## src/logic/dusc_pkg.sv

```systemverilog
// Purpose: constants and types shared by the unlock/seek/sense command block
// Assumes: apb register map, 32-bit words, one register per aligned word
// Notes: offsets are byte addresses
package dusc_pkg;
   localparam logic [7:0] DUSC_OP_UNLOCK = 8'hf2;
   localparam logic [3:0] DUSC_OP_SEEK_HI = 4'h7;
   localparam logic [7:0] DUSC_OP_SENSE = 8'hf0;
   localparam logic [7:0] DUSC_SENSE_FEATURE = 8'h01;
   localparam logic [2:0] DUSC_ATTEMPTS_INIT = 3'h5;
   localparam int DUSC_PW_WORDS = 16;
   localparam int DUSC_SECTOR_WORDS = 256;
   // register byte offsets
   localparam logic [7:0] DUSC_A_FEATURE = 8'h00;
   localparam logic [7:0] DUSC_A_COUNT = 8'h04;
   localparam logic [7:0] DUSC_A_SECNUM = 8'h08;
   localparam logic [7:0] DUSC_A_CYL_LO = 8'h0c;
   localparam logic [7:0] DUSC_A_CYL_HI = 8'h10;
   localparam logic [7:0] DUSC_A_HEAD = 8'h14;
   localparam logic [7:0] DUSC_A_CMD = 8'h18;
   localparam logic [7:0] DUSC_A_ERROR = 8'h1c;
   localparam logic [7:0] DUSC_A_DATA = 8'h20;
   localparam logic [7:0] DUSC_A_SECURITY = 8'h24;
   localparam logic [7:0] DUSC_A_POS = 8'h28;
   // field positions
   localparam int DUSC_ST_ERR = 0;
   localparam int DUSC_ST_DRQ = 3;
   localparam int DUSC_ST_DSC = 4;
   localparam int DUSC_ST_RDY = 6;
   localparam int DUSC_ST_BSY = 7;
   localparam int DUSC_ER_ABT = 2;
   localparam int DUSC_ER_IDN = 4;
   localparam int DUSC_HD_LBA = 6;
   // security register bits
   localparam int DUSC_SEC_EN = 0;
   localparam int DUSC_SEC_MAX = 1;
   localparam int DUSC_SEC_LOCKED = 2;
   localparam logic [7:0] DUSC_HEAD_RESET = 8'ha0;
   localparam logic [7:0] DUSC_TEMP_SAT_LO = 8'h00;
   localparam logic [7:0] DUSC_TEMP_SAT_HI = 8'hff;
   typedef enum logic [2:0] {
      DUSC_IDLE = 3'b000,
      DUSC_XFER = 3'b001,
      DUSC_CHECK = 3'b011,
      DUSC_SEEK = 3'b010,
      DUSC_DONE = 3'b110
   } dusc_state_t;
endpackage : dusc_pkg

```

## src/logic/dusc_cmp_if.sv

```systemverilog
// Purpose: carries one password word comparison between top and comparer
// Assumes: single clock
// Notes: none
`timescale 1ns/1ps
`default_nettype none
interface dusc_cmp_if;
   logic clear;
   logic load;
   logic [31:0] got;
   logic [31:0] want;
   logic match;
   modport top (output clear, output load, output got, output want,
      input match);
   modport cmp (input clear, input load, input got, input want,
      output match);
endinterface : dusc_cmp_if
`default_nettype wire

```

## src/logic/dusc_pw_cmp.sv

```systemverilog
// Purpose: accumulates equality of password words over one sector
// Assumes: clear before the first word of a sector
// Notes: all 64 bytes always significant
`timescale 1ns/1ps
`default_nettype none
module dusc_pw_cmp (
   input wire logic pclk,
   input wire logic presetn,
   dusc_cmp_if.cmp c
);
   logic same;
   wire word_eq = (c.got == c.want);
   always_ff @(posedge pclk or negedge presetn) begin
      if (!presetn) begin
         same <= 1'b1;
      end else if (c.clear) begin
         same <= 1'b1;
      end else if (c.load) begin
         same <= same & word_eq;
      end
   end
   assign c.match = same;
endmodule : dusc_pw_cmp
`default_nettype wire

```

## src/logic/dusc_top.sv

```systemverilog
// Purpose: unlock, seek and sense-condition command handler behind apb
// Assumes: host loads parameter registers before the command write
// Notes: stored passwords and temperature are inputs; security level is a register
// Operation
// - opcode f2 decodes as unlock
// - unlock clears lock; reset relocks
// - unlock takes exactly one data sector
// - word0 bit0 identifier; words 1-16 password
// - master at high level compares master
// - master at maximum level always rejected
// - user identifier compares user password
// - mismatch aborts, decrements counter from five
// - zero counter rejects unlock before the data phase
// - security disabled with user aborts
// - post-data abort for mismatch, level or identifier refusal
// - opcodes 7x decode as seek
// - seek positions track, selects head
// - seek needs no formatted media
// - lba target from sector, cylinders, head
// - chs target from cylinders and head
// - lba seek reports position back
// - opcode f0 returns result in count
// - sense needs feature 01, else abort
// - temperature code half minus twenty, saturated
`timescale 1ns/1ps
`default_nettype none
module dusc_top
   import dusc_pkg::*;
#(
   parameter int SEEK_CYCLES = 16
) (
   input wire logic pclk,
   input wire logic presetn,
   input wire logic psel,
   input wire logic penable,
   input wire logic pwrite,
   input wire logic [7:0] paddr,
   input wire logic [31:0] pwdata,
   output logic [31:0] prdata,
   output logic pready,
   output logic pslverr,
   input wire logic [32*DUSC_PW_WORDS-1:0] master_password,
   input wire logic [32*DUSC_PW_WORDS-1:0] user_password,
   input wire logic [7:0] temperature_deg,
   input wire logic temperature_negative,
   output logic [27:0] seek_target,
   output logic seek_lba,
   output logic seek_start
);
   dusc_state_t state, next_state;
   logic [7:0] feature, count, secnum, cyl_lo, cyl_hi, head, cmd;
   logic [7:0] error_flags;
   logic busy, drq, err, dsc;
   logic locked, sec_en, sec_max;
   logic [2:0] attempts;
   logic [7:0] word_idx;
   logic ident_master;
   logic [7:0] seek_cnt;
   logic [7:0] temp_code;

   dusc_cmp_if cmp_bus ();
   dusc_pw_cmp u_cmp (
      .pclk(pclk),
      .presetn(presetn),
      .c(cmp_bus.cmp)
   );

   wire wr = psel & penable & pwrite;
   wire rd_unused = psel & penable & ~pwrite;

   // one select per register; reads and writes share the decode
   wire sel_feature = (paddr == DUSC_A_FEATURE);
   wire sel_count = (paddr == DUSC_A_COUNT);
   wire sel_secnum = (paddr == DUSC_A_SECNUM);
   wire sel_cyl_lo = (paddr == DUSC_A_CYL_LO);
   wire sel_cyl_hi = (paddr == DUSC_A_CYL_HI);
   wire sel_head = (paddr == DUSC_A_HEAD);
   wire sel_cmd = (paddr == DUSC_A_CMD);
   wire sel_error = (paddr == DUSC_A_ERROR);
   wire sel_data = (paddr == DUSC_A_DATA);
   wire sel_security = (paddr == DUSC_A_SECURITY);
   wire sel_pos = (paddr == DUSC_A_POS);
   wire wr_cmd = wr & sel_cmd & ~busy;
   wire wr_data = wr & sel_data & drq;
   wire wr_param = wr & ~busy;
   wire [7:0] op = pwdata[7:0];
   wire is_unlock = (op == DUSC_OP_UNLOCK);
   wire is_seek = (op[7:4] == DUSC_OP_SEEK_HI);
   wire is_sense = (op == DUSC_OP_SENSE);
   wire lba_mode = head[DUSC_HD_LBA];
   // password words sit at 1..16 of the sector
   wire in_pw = (word_idx >= 8'd1) && (word_idx <= 8'(DUSC_PW_WORDS));
   wire [3:0] pw_sel = 4'(word_idx - 8'd1);
   wire last_word = (word_idx == 8'(DUSC_SECTOR_WORDS - 1));
   wire [31:0] want_master = master_password[32*pw_sel +: 32];
   wire [31:0] want_user = user_password[32*pw_sel +: 32];
   // early refusals happen before the data phase
   wire pre_abort = (attempts == 3'h0);
   // level and identifier refusals are decided after the sector arrives
   wire reject_level = ident_master & sec_max;
   wire reject_off = ~ident_master & ~sec_en;
   wire pw_bad = ~cmp_bus.match;
   wire seek_done = (seek_cnt == 8'(SEEK_CYCLES - 1));

   // level and identifier refusals are judged only once the whole sector is in
   wire refuse_late = reject_level | reject_off;
   wire check_cycle = (state == DUSC_CHECK);
   wire seek_end = (state == DUSC_SEEK) & seek_done;
   // lba position goes back into the parameter registers
   wire seek_wb = seek_end & seek_lba;
   wire bad_sense = is_sense & (feature != DUSC_SENSE_FEATURE);
   wire sense_ok = is_sense & (feature == DUSC_SENSE_FEATURE);
   wire unknown_op = ~is_unlock & ~is_seek & ~is_sense;
   wire early_abort = (is_unlock & pre_abort) | bad_sense | unknown_op;

   // each password word is compared; the verdict waits for the full sector
   assign cmp_bus.clear = wr_cmd;
   assign cmp_bus.load = wr_data & in_pw;
   assign cmp_bus.got = pwdata;
   // identifier picks which stored password to compare
   assign cmp_bus.want = ident_master ? want_master : want_user;

   // temperature: code = 2*(t+20), saturate at -20 and above 107
   wire [8:0] t_sum = {1'b0, temperature_deg} + 9'd20;
   wire t_low = temperature_negative & (temperature_deg >= 8'd20);
   wire [8:0] t_neg = 9'd20 - {1'b0, temperature_deg};
   wire t_high = ~temperature_negative & (temperature_deg > 8'd107);
   // readings past either end saturate instead of wrapping
   always_comb begin
      temp_code = 8'(t_sum << 1);
      if (temperature_negative) begin
         temp_code = 8'(t_neg << 1);
      end
      if (t_low) begin
         temp_code = DUSC_TEMP_SAT_LO;
      end else if (t_high) begin
         temp_code = DUSC_TEMP_SAT_HI;
      end
   end

   always_comb begin
      next_state = state;
      case (state)
         DUSC_IDLE: begin
            if (wr_cmd && is_unlock && !pre_abort) begin
               next_state = DUSC_XFER;
            end else if (wr_cmd && is_seek) begin
               next_state = DUSC_SEEK;
            end else if (wr_cmd) begin
               next_state = DUSC_DONE;
            end
         end
         DUSC_XFER: begin
            if (wr_data && last_word) begin
               next_state = DUSC_CHECK;
            end
         end
         // level and identifier refusals still take the whole sector
         DUSC_CHECK: begin
            next_state = DUSC_DONE;
         end
         DUSC_SEEK: begin
            if (seek_done) begin
               next_state = DUSC_DONE;
            end
         end
         DUSC_DONE: begin
            next_state = DUSC_IDLE;
         end
         default: begin
            next_state = DUSC_IDLE;
         end
      endcase
   end

   always_ff @(posedge pclk or negedge presetn) begin
      if (!presetn) begin
         state <= DUSC_IDLE;
      end else begin
         state <= next_state;
      end
   end

   assign busy = (state != DUSC_IDLE);
   assign drq = (state == DUSC_XFER);

   // parameter registers; the block writes back results
   always_ff @(posedge pclk or negedge presetn) begin
      if (!presetn) begin
         feature <= 8'h00;
         count <= 8'h00;
         secnum <= 8'h00;
         cyl_lo <= 8'h00;
         cyl_hi <= 8'h00;
         head <= DUSC_HEAD_RESET;
         cmd <= 8'h00;
      end else begin
         if (wr_param && sel_feature) feature <= pwdata[7:0];
         if (wr_param && sel_count) count <= pwdata[7:0];
         if (wr_param && sel_secnum) secnum <= pwdata[7:0];
         if (wr_param && sel_cyl_lo) cyl_lo <= pwdata[7:0];
         if (wr_param && sel_cyl_hi) cyl_hi <= pwdata[7:0];
         if (wr_param && sel_head) head <= pwdata[7:0];
         if (wr_cmd) cmd <= op;
         if (wr_cmd && sense_ok) begin
            count <= temp_code;
         end
         // bus writes are refused while busy, so these never clash
         if (seek_wb) begin
            secnum <= seek_target[7:0];
            cyl_lo <= seek_target[15:8];
            cyl_hi <= seek_target[23:16];
            head[3:0] <= seek_target[27:24];
         end
      end
   end

   // security state; reset relocks and enables security
   always_ff @(posedge pclk or negedge presetn) begin
      if (!presetn) begin
         locked <= 1'b1;
         attempts <= DUSC_ATTEMPTS_INIT;
         sec_en <= 1'b1;
         sec_max <= 1'b0;
      end else begin
         if (wr_param && sel_security) begin
            sec_en <= pwdata[DUSC_SEC_EN];
            sec_max <= pwdata[DUSC_SEC_MAX];
         end
         // a refused level or identifier costs no attempt
         if (check_cycle && !refuse_late) begin
            if (pw_bad) begin
               attempts <= attempts - 3'h1;
            end else begin
               locked <= 1'b0;
            end
         end
      end
   end

   // sector word counter and identifier capture
   always_ff @(posedge pclk or negedge presetn) begin
      if (!presetn) begin
         word_idx <= 8'h00;
         ident_master <= 1'b0;
      end else begin
         if (wr_cmd) begin
            word_idx <= 8'h00;
         end else if (wr_data) begin
            word_idx <= word_idx + 8'h01;
         end
         if (wr_data && word_idx == 8'h00) begin
            ident_master <= pwdata[0];
         end
      end
   end

   // seek runs regardless of format state
   always_ff @(posedge pclk or negedge presetn) begin
      if (!presetn) begin
         seek_cnt <= 8'h00;
         seek_target <= 28'h0;
         seek_lba <= 1'b0;
         seek_start <= 1'b0;
      end else begin
         seek_start <= wr_cmd & is_seek;
         if (wr_cmd && is_seek) begin
            seek_lba <= lba_mode;
            if (lba_mode) begin
               seek_target <= {head[3:0], cyl_hi, cyl_lo, secnum};
            end else begin
               seek_target <= {8'h00, head[3:0], cyl_hi, cyl_lo};
            end
         end
         if (state == DUSC_SEEK) begin
            seek_cnt <= seek_cnt + 8'h01;
         end else begin
            seek_cnt <= 8'h00;
         end
      end
   end

   // completion status; abort and error flags
   always_ff @(posedge pclk or negedge presetn) begin
      if (!presetn) begin
         error_flags <= 8'h00;
         err <= 1'b0;
         dsc <= 1'b0;
      end else if (wr_cmd) begin
         error_flags <= 8'h00;
         err <= 1'b0;
         dsc <= 1'b0;
         if (early_abort) begin
            error_flags[DUSC_ER_ABT] <= 1'b1;
            err <= 1'b1;
         end
      end else if (check_cycle) begin
         if (refuse_late || pw_bad) begin
            error_flags[DUSC_ER_ABT] <= 1'b1;
            err <= 1'b1;
         end
      end else if (seek_end) begin
         dsc <= 1'b1;
      end
   end

   // busy is hidden while the sector is being requested
   wire [7:0] status = {busy & ~drq, 1'b1, 1'b0, dsc, drq, 2'b00, err};
   wire [31:0] pos_word = {4'h0, seek_target};
   wire [7:0] sec_word = {5'h0, locked, sec_max, sec_en};
   wire [31:0] sec_rd = {21'h0, attempts, sec_word};
   wire [31:0] rd_mux =
      sel_feature ? {24'h0, feature} :
      sel_count ? {24'h0, count} :
      sel_secnum ? {24'h0, secnum} :
      sel_cyl_lo ? {24'h0, cyl_lo} :
      sel_cyl_hi ? {24'h0, cyl_hi} :
      sel_head ? {24'h0, head} :
      sel_cmd ? {24'h0, status} :
      sel_error ? {24'h0, error_flags} :
      sel_security ? sec_rd :
      sel_pos ? pos_word : 32'h0;
   // holes in the map answer with an error, never with a stall
   wire mapped = (paddr <= DUSC_A_POS) && (paddr[1:0] == 2'b00);
   wire rd_setup = psel & ~penable & ~pwrite;

   always_ff @(posedge pclk or negedge presetn) begin
      if (!presetn) begin
         prdata <= 32'h0;
      end else if (rd_setup) begin
         prdata <= rd_mux;
      end
   end

   // read data is latched in setup, so no wait state is ever needed
   assign pready = 1'b1;
   assign pslverr = psel & penable & ~mapped & (rd_unused | pwrite);
endmodule : dusc_top
`default_nettype wire

```

## config.mk

```make
export PLATFORM = sky130hd
export DESIGN_NAME = dusc_top
export DESIGN_NICKNAME = d
export VERILOG_FILES = /design/src/logic/dusc_pkg.sv /design/src/logic/dusc_cmp_if.sv /design/src/logic/dusc_pw_cmp.sv /design/src/logic/dusc_top.sv
export SDC_FILE = /design/constraint.sdc
export NUM_CORES = 1
export LEC_CHECK = 0
export BUFFER_PORTS_ARGS = -buffer_cell sky130_fd_sc_hd__buf_2
export CAP_MARGIN = 0
export CORE_AREA = 2 2 448 450
export DETAILED_ROUTE_END_ITERATION = 16
export DIE_AREA = 0 0 450 452
export HOLD_SLACK_MARGIN = 0.03
export SLEW_MARGIN = 20
export SYNTH_ARGS = -nofsm -noshare
export SYNTH_HDL_FRONTEND = slang
export SYNTH_SLANG_ARGS = --single-unit
```

## constraint.sdc

```tcl
create_clock -name pclk -period 5.6 [get_ports pclk]
set_input_delay 0.28 -clock pclk [delete_from_list [all_inputs] [get_ports pclk]]
set_output_delay 0.28 -clock pclk [all_outputs]
set_load 0.005 [all_outputs]
```

==> PnR_summary.wiki <==
{| class="wikitable"
! Metric !! Value
|-
| Die Footprint || 203000 um2
|-
| Net switching power of the design || 0.00110 W
|-
| Post-layout net count || 3744
|-
| Buffer levels on the longest clock path || 2
|-
| Area growth from synthesis to layout || 59.4%
|-
| Share of power burned in combinational logic || 0.312
|-
| Placed wire-length estimate || 180 mm
|-
| Crit path DAT || 5.09 ns
|-
| Worst reg-to-reg path cell count || 12
|-
| Hold violation count in the final report || 0
|-
| Dpl cell area || 24900 um2
|-
| Routability congestion estimate from global placement || 0.980
|-
| Avg Cell Area, Syn || 10.2 um2
|-
| H-tree levels || 4
|-
| Antenna violations before repair || 399
|-
| Netlist Area Pre-Place || 16200 um2
|-
| Distinct cells, synth || 71
|-
| Antenna Violating Nets Remaining || 0
|-
| Die H || 452 um
|-
| Setup repair after global routing missed its margin || false
|-
| CP bufs+invs || 4
|-
| Final design area excluding fillers || 25800 um2
|-
| Clock buffer count from CTS || 17
|-
| Synth async-reset ratio || 1.00
|-
| Worst reg2reg setup slack || 0.90 ns
|-
| Clock edge transition at the registers on the reported setup and hold paths || 0.08 ns
|-
| Int Pwr || 0.00220 W
|-
| Register area || 3390 um2
|-
| Yosys warning total || 0
|-
| Hold Buf Count CTS || 1
|-
| Share of layout cells above drive strength 1 || 0.549
|-
| Largest net degree at the start of global routing || 81
|-
| Fraction of power consumed by the clock network || 0.375
|-
| Core region area || 199000 um2
|-
| Initial DRT Pass Iterations || 5
|-
| FP Rows || 164
|-
| Buffer cell driving the clock tree root || sky130_fd_sc_hd__clkbuf_16
|-
| Count of vias placed by the detailed router || 21415
|-
| Delay-heaviest family, CP || multiplexers
|-
| Vias per cell || 3.95
|-
| Slew of the pin with the lowest slew margin || 1.07 ns
|-
| Clock tree from TritonCTS || yes
|-
| Area occupied by multi-input gates || 11900 um2
|-
| Starting DRT DRC Count || 2052
|-
| CP most frequent cell || sky130_fd_sc_hd__buf_4
|-
| Leakage power || 10.9 nW
|-
| Fin Setup TNS || 0 ns
|-
| Hold EP || count[1]
|-
| Switching Share || 0.334
|-
| Gates resized, CTS repair || 0
|-
| Sequential area share after synthesis || 0.209
|-
| Highest ir drop seen on vdd || 0.119 mV
|-
| Critical path capture point type || register
|-
| Die boundary width || 450 um
|-
| Fin. max-slew vios || 0
|-
| Global-route total usage across every layer || 0.188
|-
| Number of clock sinks seen by CTS || 135
|-
| Reg-to-reg critical path startpoint || ident_master
|-
| Number of top-level design ports || 1142
|-
| Residual overflow from global routing || 0
|-
| Slowest-stage cell, CP || sky130_fd_sc_hd__dfrtp_4
|-
| Sequential share of power || 0.312
|-
| Final Non-Filler Cells || 5420
|-
| Setup fix buffers added after clock tree synthesis || 0
|-
| Critical path fanouts, max || 36
|-
| Reg2reg end || u_cmp.c.match
|-
| Ys flop type || sky130_fd_sc_hd__dfrtp_1
|-
| Number of cells produced by synthesis || 1584
|-
| Initial Util || 0.0815
|-
| Critical path cell sequence || buf_4 > mux4_2 > mux4_2 > mux2i_1 > xor2_1 > buf_4 > nand4_1 > nor4_2 > buf_4 > nand4_1 > buf_4 > o21ai_1
|-
| Cell depth of the worst min-delay path || 5
|-
| Power density over cell area || 128 nW/um2
|-
| Clock network latency to the later pin of the worst-skew pair || 0.46 ns
|-
| Number of synthesized register bits || 135
|-
| Vias in the first global route || 20323
|-
| Min-delay worst type || primary input to register
|-
| Worst min-delay path startpoint || temperature_deg[0]
|-
| Global-route wire length before repair || 244 mm
|-
| Crit path kind || register to register
|-
| Post-route fraction of the period consumed by the critical path || 0.839
|-
| Delay of the slowest critical-path stage || 0.93 ns
|-
| Worst path required time || 5.99 ns
|-
| Hold slack || 0.343 ns
|-
| Status || complete, no violations
|-
| Final setup violation count || 0
|-
| Final setup slack of the worst path || 0.904 ns
|-
| Clock period minus final worst setup slack || 4.70 ns
|-
| Number of fillers in the final layout || 22920
|-
| Achievable clock frequency || 213 MHz
|-
| Wire length per cell after detailed routing || 36.9 um
|-
| Number of flops mapped to enable cells by yosys || 0
|-
| Placed Instances || 5289
|-
| Clock Skews || 0.0190 ns
|-
| Max transition margin || 0.282
|-
| DRT Wirelength || 200 mm
|-
| DRC Markers || 0
|-
| Startpoint type of the worst setup path || register
|-
| # port buffers || 1136
|-
| Minimum setup slack after placement || 0.715 ns
|-
| Maximum Capacitance Violations || 0
|}
[synth_stat cells, types with 17 or more instances]
master | number | area [um2]
sky130_fd_sc_hd__mux2i_1 | 240 | 2400
sky130_fd_sc_hd__mux4_2 | 186 | 4190
sky130_fd_sc_hd__nand2_1 | 162 | 608
sky130_fd_sc_hd__dfrtp_1 | 128 | 3200
sky130_fd_sc_hd__nor2_1 | 99 | 372
sky130_fd_sc_hd__a21oi_1 | 75 | 375
sky130_fd_sc_hd__o21ai_0 | 71 | 355
sky130_fd_sc_hd__clkbuf_1 | 65 | 244
sky130_fd_sc_hd__nand3_1 | 62 | 310
sky130_fd_sc_hd__a221oi_1 | 45 | 394
sky130_fd_sc_hd__a22oi_1 | 41 | 308
sky130_fd_sc_hd__xor2_1 | 36 | 315
sky130_fd_sc_hd__nor3_1 | 26 | 130
sky130_fd_sc_hd__buf_2 | 24 | 120
sky130_fd_sc_hd__nand4_1 | 23 | 144
sky130_fd_sc_hd__buf_6 | 21 | 236
sky130_fd_sc_hd__buf_4 | 19 | 143
sky130_fd_sc_hd__inv_1 | 19 | 71.3
sky130_fd_sc_hd__xnor2_1 | 18 | 158
sky130_fd_sc_hd__mux2_2 | 17 | 191
[metrics by stage]
step	utilization	power (W)
final	0.130	0.00330
after global routing	0.129	0.00344
after CTS	0.129	0.00336
after detailed placement	0.125	0.00209
after global placement	0.125	0.00209
after floorplan	-	0.00134
[power by group through the flow]
stage,sequential (W),combinational (W),clock (W)
after floorplan,0.00104,0.000300,0
after global placement,0.00105,0.00104,0
after detailed placement,0.00105,0.00105,0
after CTS,0.00103,0.00105,0.00128
after global routing,0.00103,0.00109,0.00131
final,0.00103,0.00103,0.00124
[layer usage]
metal / wire [um] / up-vias / global-route usage
li1: - / 8530 / -
met1: 75200 / 10449 / 0.215
met4: 6790 / 250 / 0.0450
met2: 92900 / 1575 / 0.314
met5: 1660 / - / 0
met3: 23300 / 611 / 0.0907
[kinds of logic after synthesis]
kind of cell / Yosys count / synth area share
muxes: 447 / 0.425
buffers and inverters: 168 / 0.0621
xor gates and xnor gates: 56 / 0.0312
other: 2 / 0.000464
AOI/OAI and AO/OA: 334 / 0.140
DFF: 135 / 0.209
and+or+nand+nor: 429 / 0.122
adders and majority gates: 13 / 0.0100
[layout by cell type (no fill, tap or decap), types with 9 or more instances in the layout]
cell,instances
sky130_fd_sc_hd__ha_1,12
sky130_fd_sc_hd__inv_1,18
sky130_fd_sc_hd__a21oi_1,75
sky130_fd_sc_hd__a221oi_1,45
sky130_fd_sc_hd__o21ai_0,71
sky130_fd_sc_hd__nand3_1,62
sky130_fd_sc_hd__a22oi_1,41
sky130_fd_sc_hd__clkbuf_16,17
sky130_fd_sc_hd__a22o_1,9
sky130_fd_sc_hd__a31oi_1,16
sky130_fd_sc_hd__dfrtp_1,126
sky130_fd_sc_hd__mux2_2,17
sky130_fd_sc_hd__xnor2_1,18
sky130_fd_sc_hd__nand2_1,160
sky130_fd_sc_hd__mux2i_1,240
sky130_fd_sc_hd__nor3_1,25
sky130_fd_sc_hd__mux4_2,186
sky130_fd_sc_hd__diode_2,98
sky130_fd_sc_hd__o211ai_1,9
sky130_fd_sc_hd__buf_2,1135
sky130_fd_sc_hd__buf_4,51
sky130_fd_sc_hd__nand4_1,23
sky130_fd_sc_hd__nor2_1,98
sky130_fd_sc_hd__xor2_1,36
[worst reg2reg max path, cell delays in order, from the launching register on]
cell,delay [ns]
sky130_fd_sc_hd__dfrtp_4,0.93
sky130_fd_sc_hd__buf_4,0.53
sky130_fd_sc_hd__mux4_2,0.62
sky130_fd_sc_hd__mux4_2,0.48
sky130_fd_sc_hd__mux2i_1,0.36
sky130_fd_sc_hd__xor2_1,0.48
sky130_fd_sc_hd__buf_4,0.23
sky130_fd_sc_hd__nand4_1,0.11
sky130_fd_sc_hd__nor4_2,0.20
sky130_fd_sc_hd__buf_4,0.17
sky130_fd_sc_hd__nand4_1,0.19
sky130_fd_sc_hd__buf_4,0.21
sky130_fd_sc_hd__o21ai_1,0.13
[state kept, by name, summed over array words and instances (netlist names)]
register	count
prdata	28
seek_target	28
count	8
cyl_hi	8
cyl_lo	8
feature	8
head	8
secnum	8
seek_cnt	8
word_idx	8
attempts	3
state	3
dsc	1
err	1
ident_master	1
locked	1
sec_en	1
sec_max	1
seek_lba	1
seek_start	1
u_cmp.c.match	1
[layout make-up]
cell class	count	area share
Sequential cell	135	0.132
Clock buffer	17	0.0165
Clock inverter	15	0.00805
Multi-Input combinational cell	1284	0.461
Timing Repair Buffer	1195	0.242
Antenna cell	98	0.00950
Inverter	20	0.00291
Tap cell	2656	0.129
[worst max-delay path by stage]
stage	from	end	depth (start not counted)
finish	ident_master	u_cmp.c.match	12
global route	ident_master	u_cmp.c.match	11
CTS	ident_master	u_cmp.c.match	12
detailed placement	ident_master	u_cmp.c.match	12
global placement	ident_master	u_cmp.c.match	12
floorplan	word_idx[0]	u_cmp.c.match	15
No activity file was read; power rests on OpenSTA's default activity.
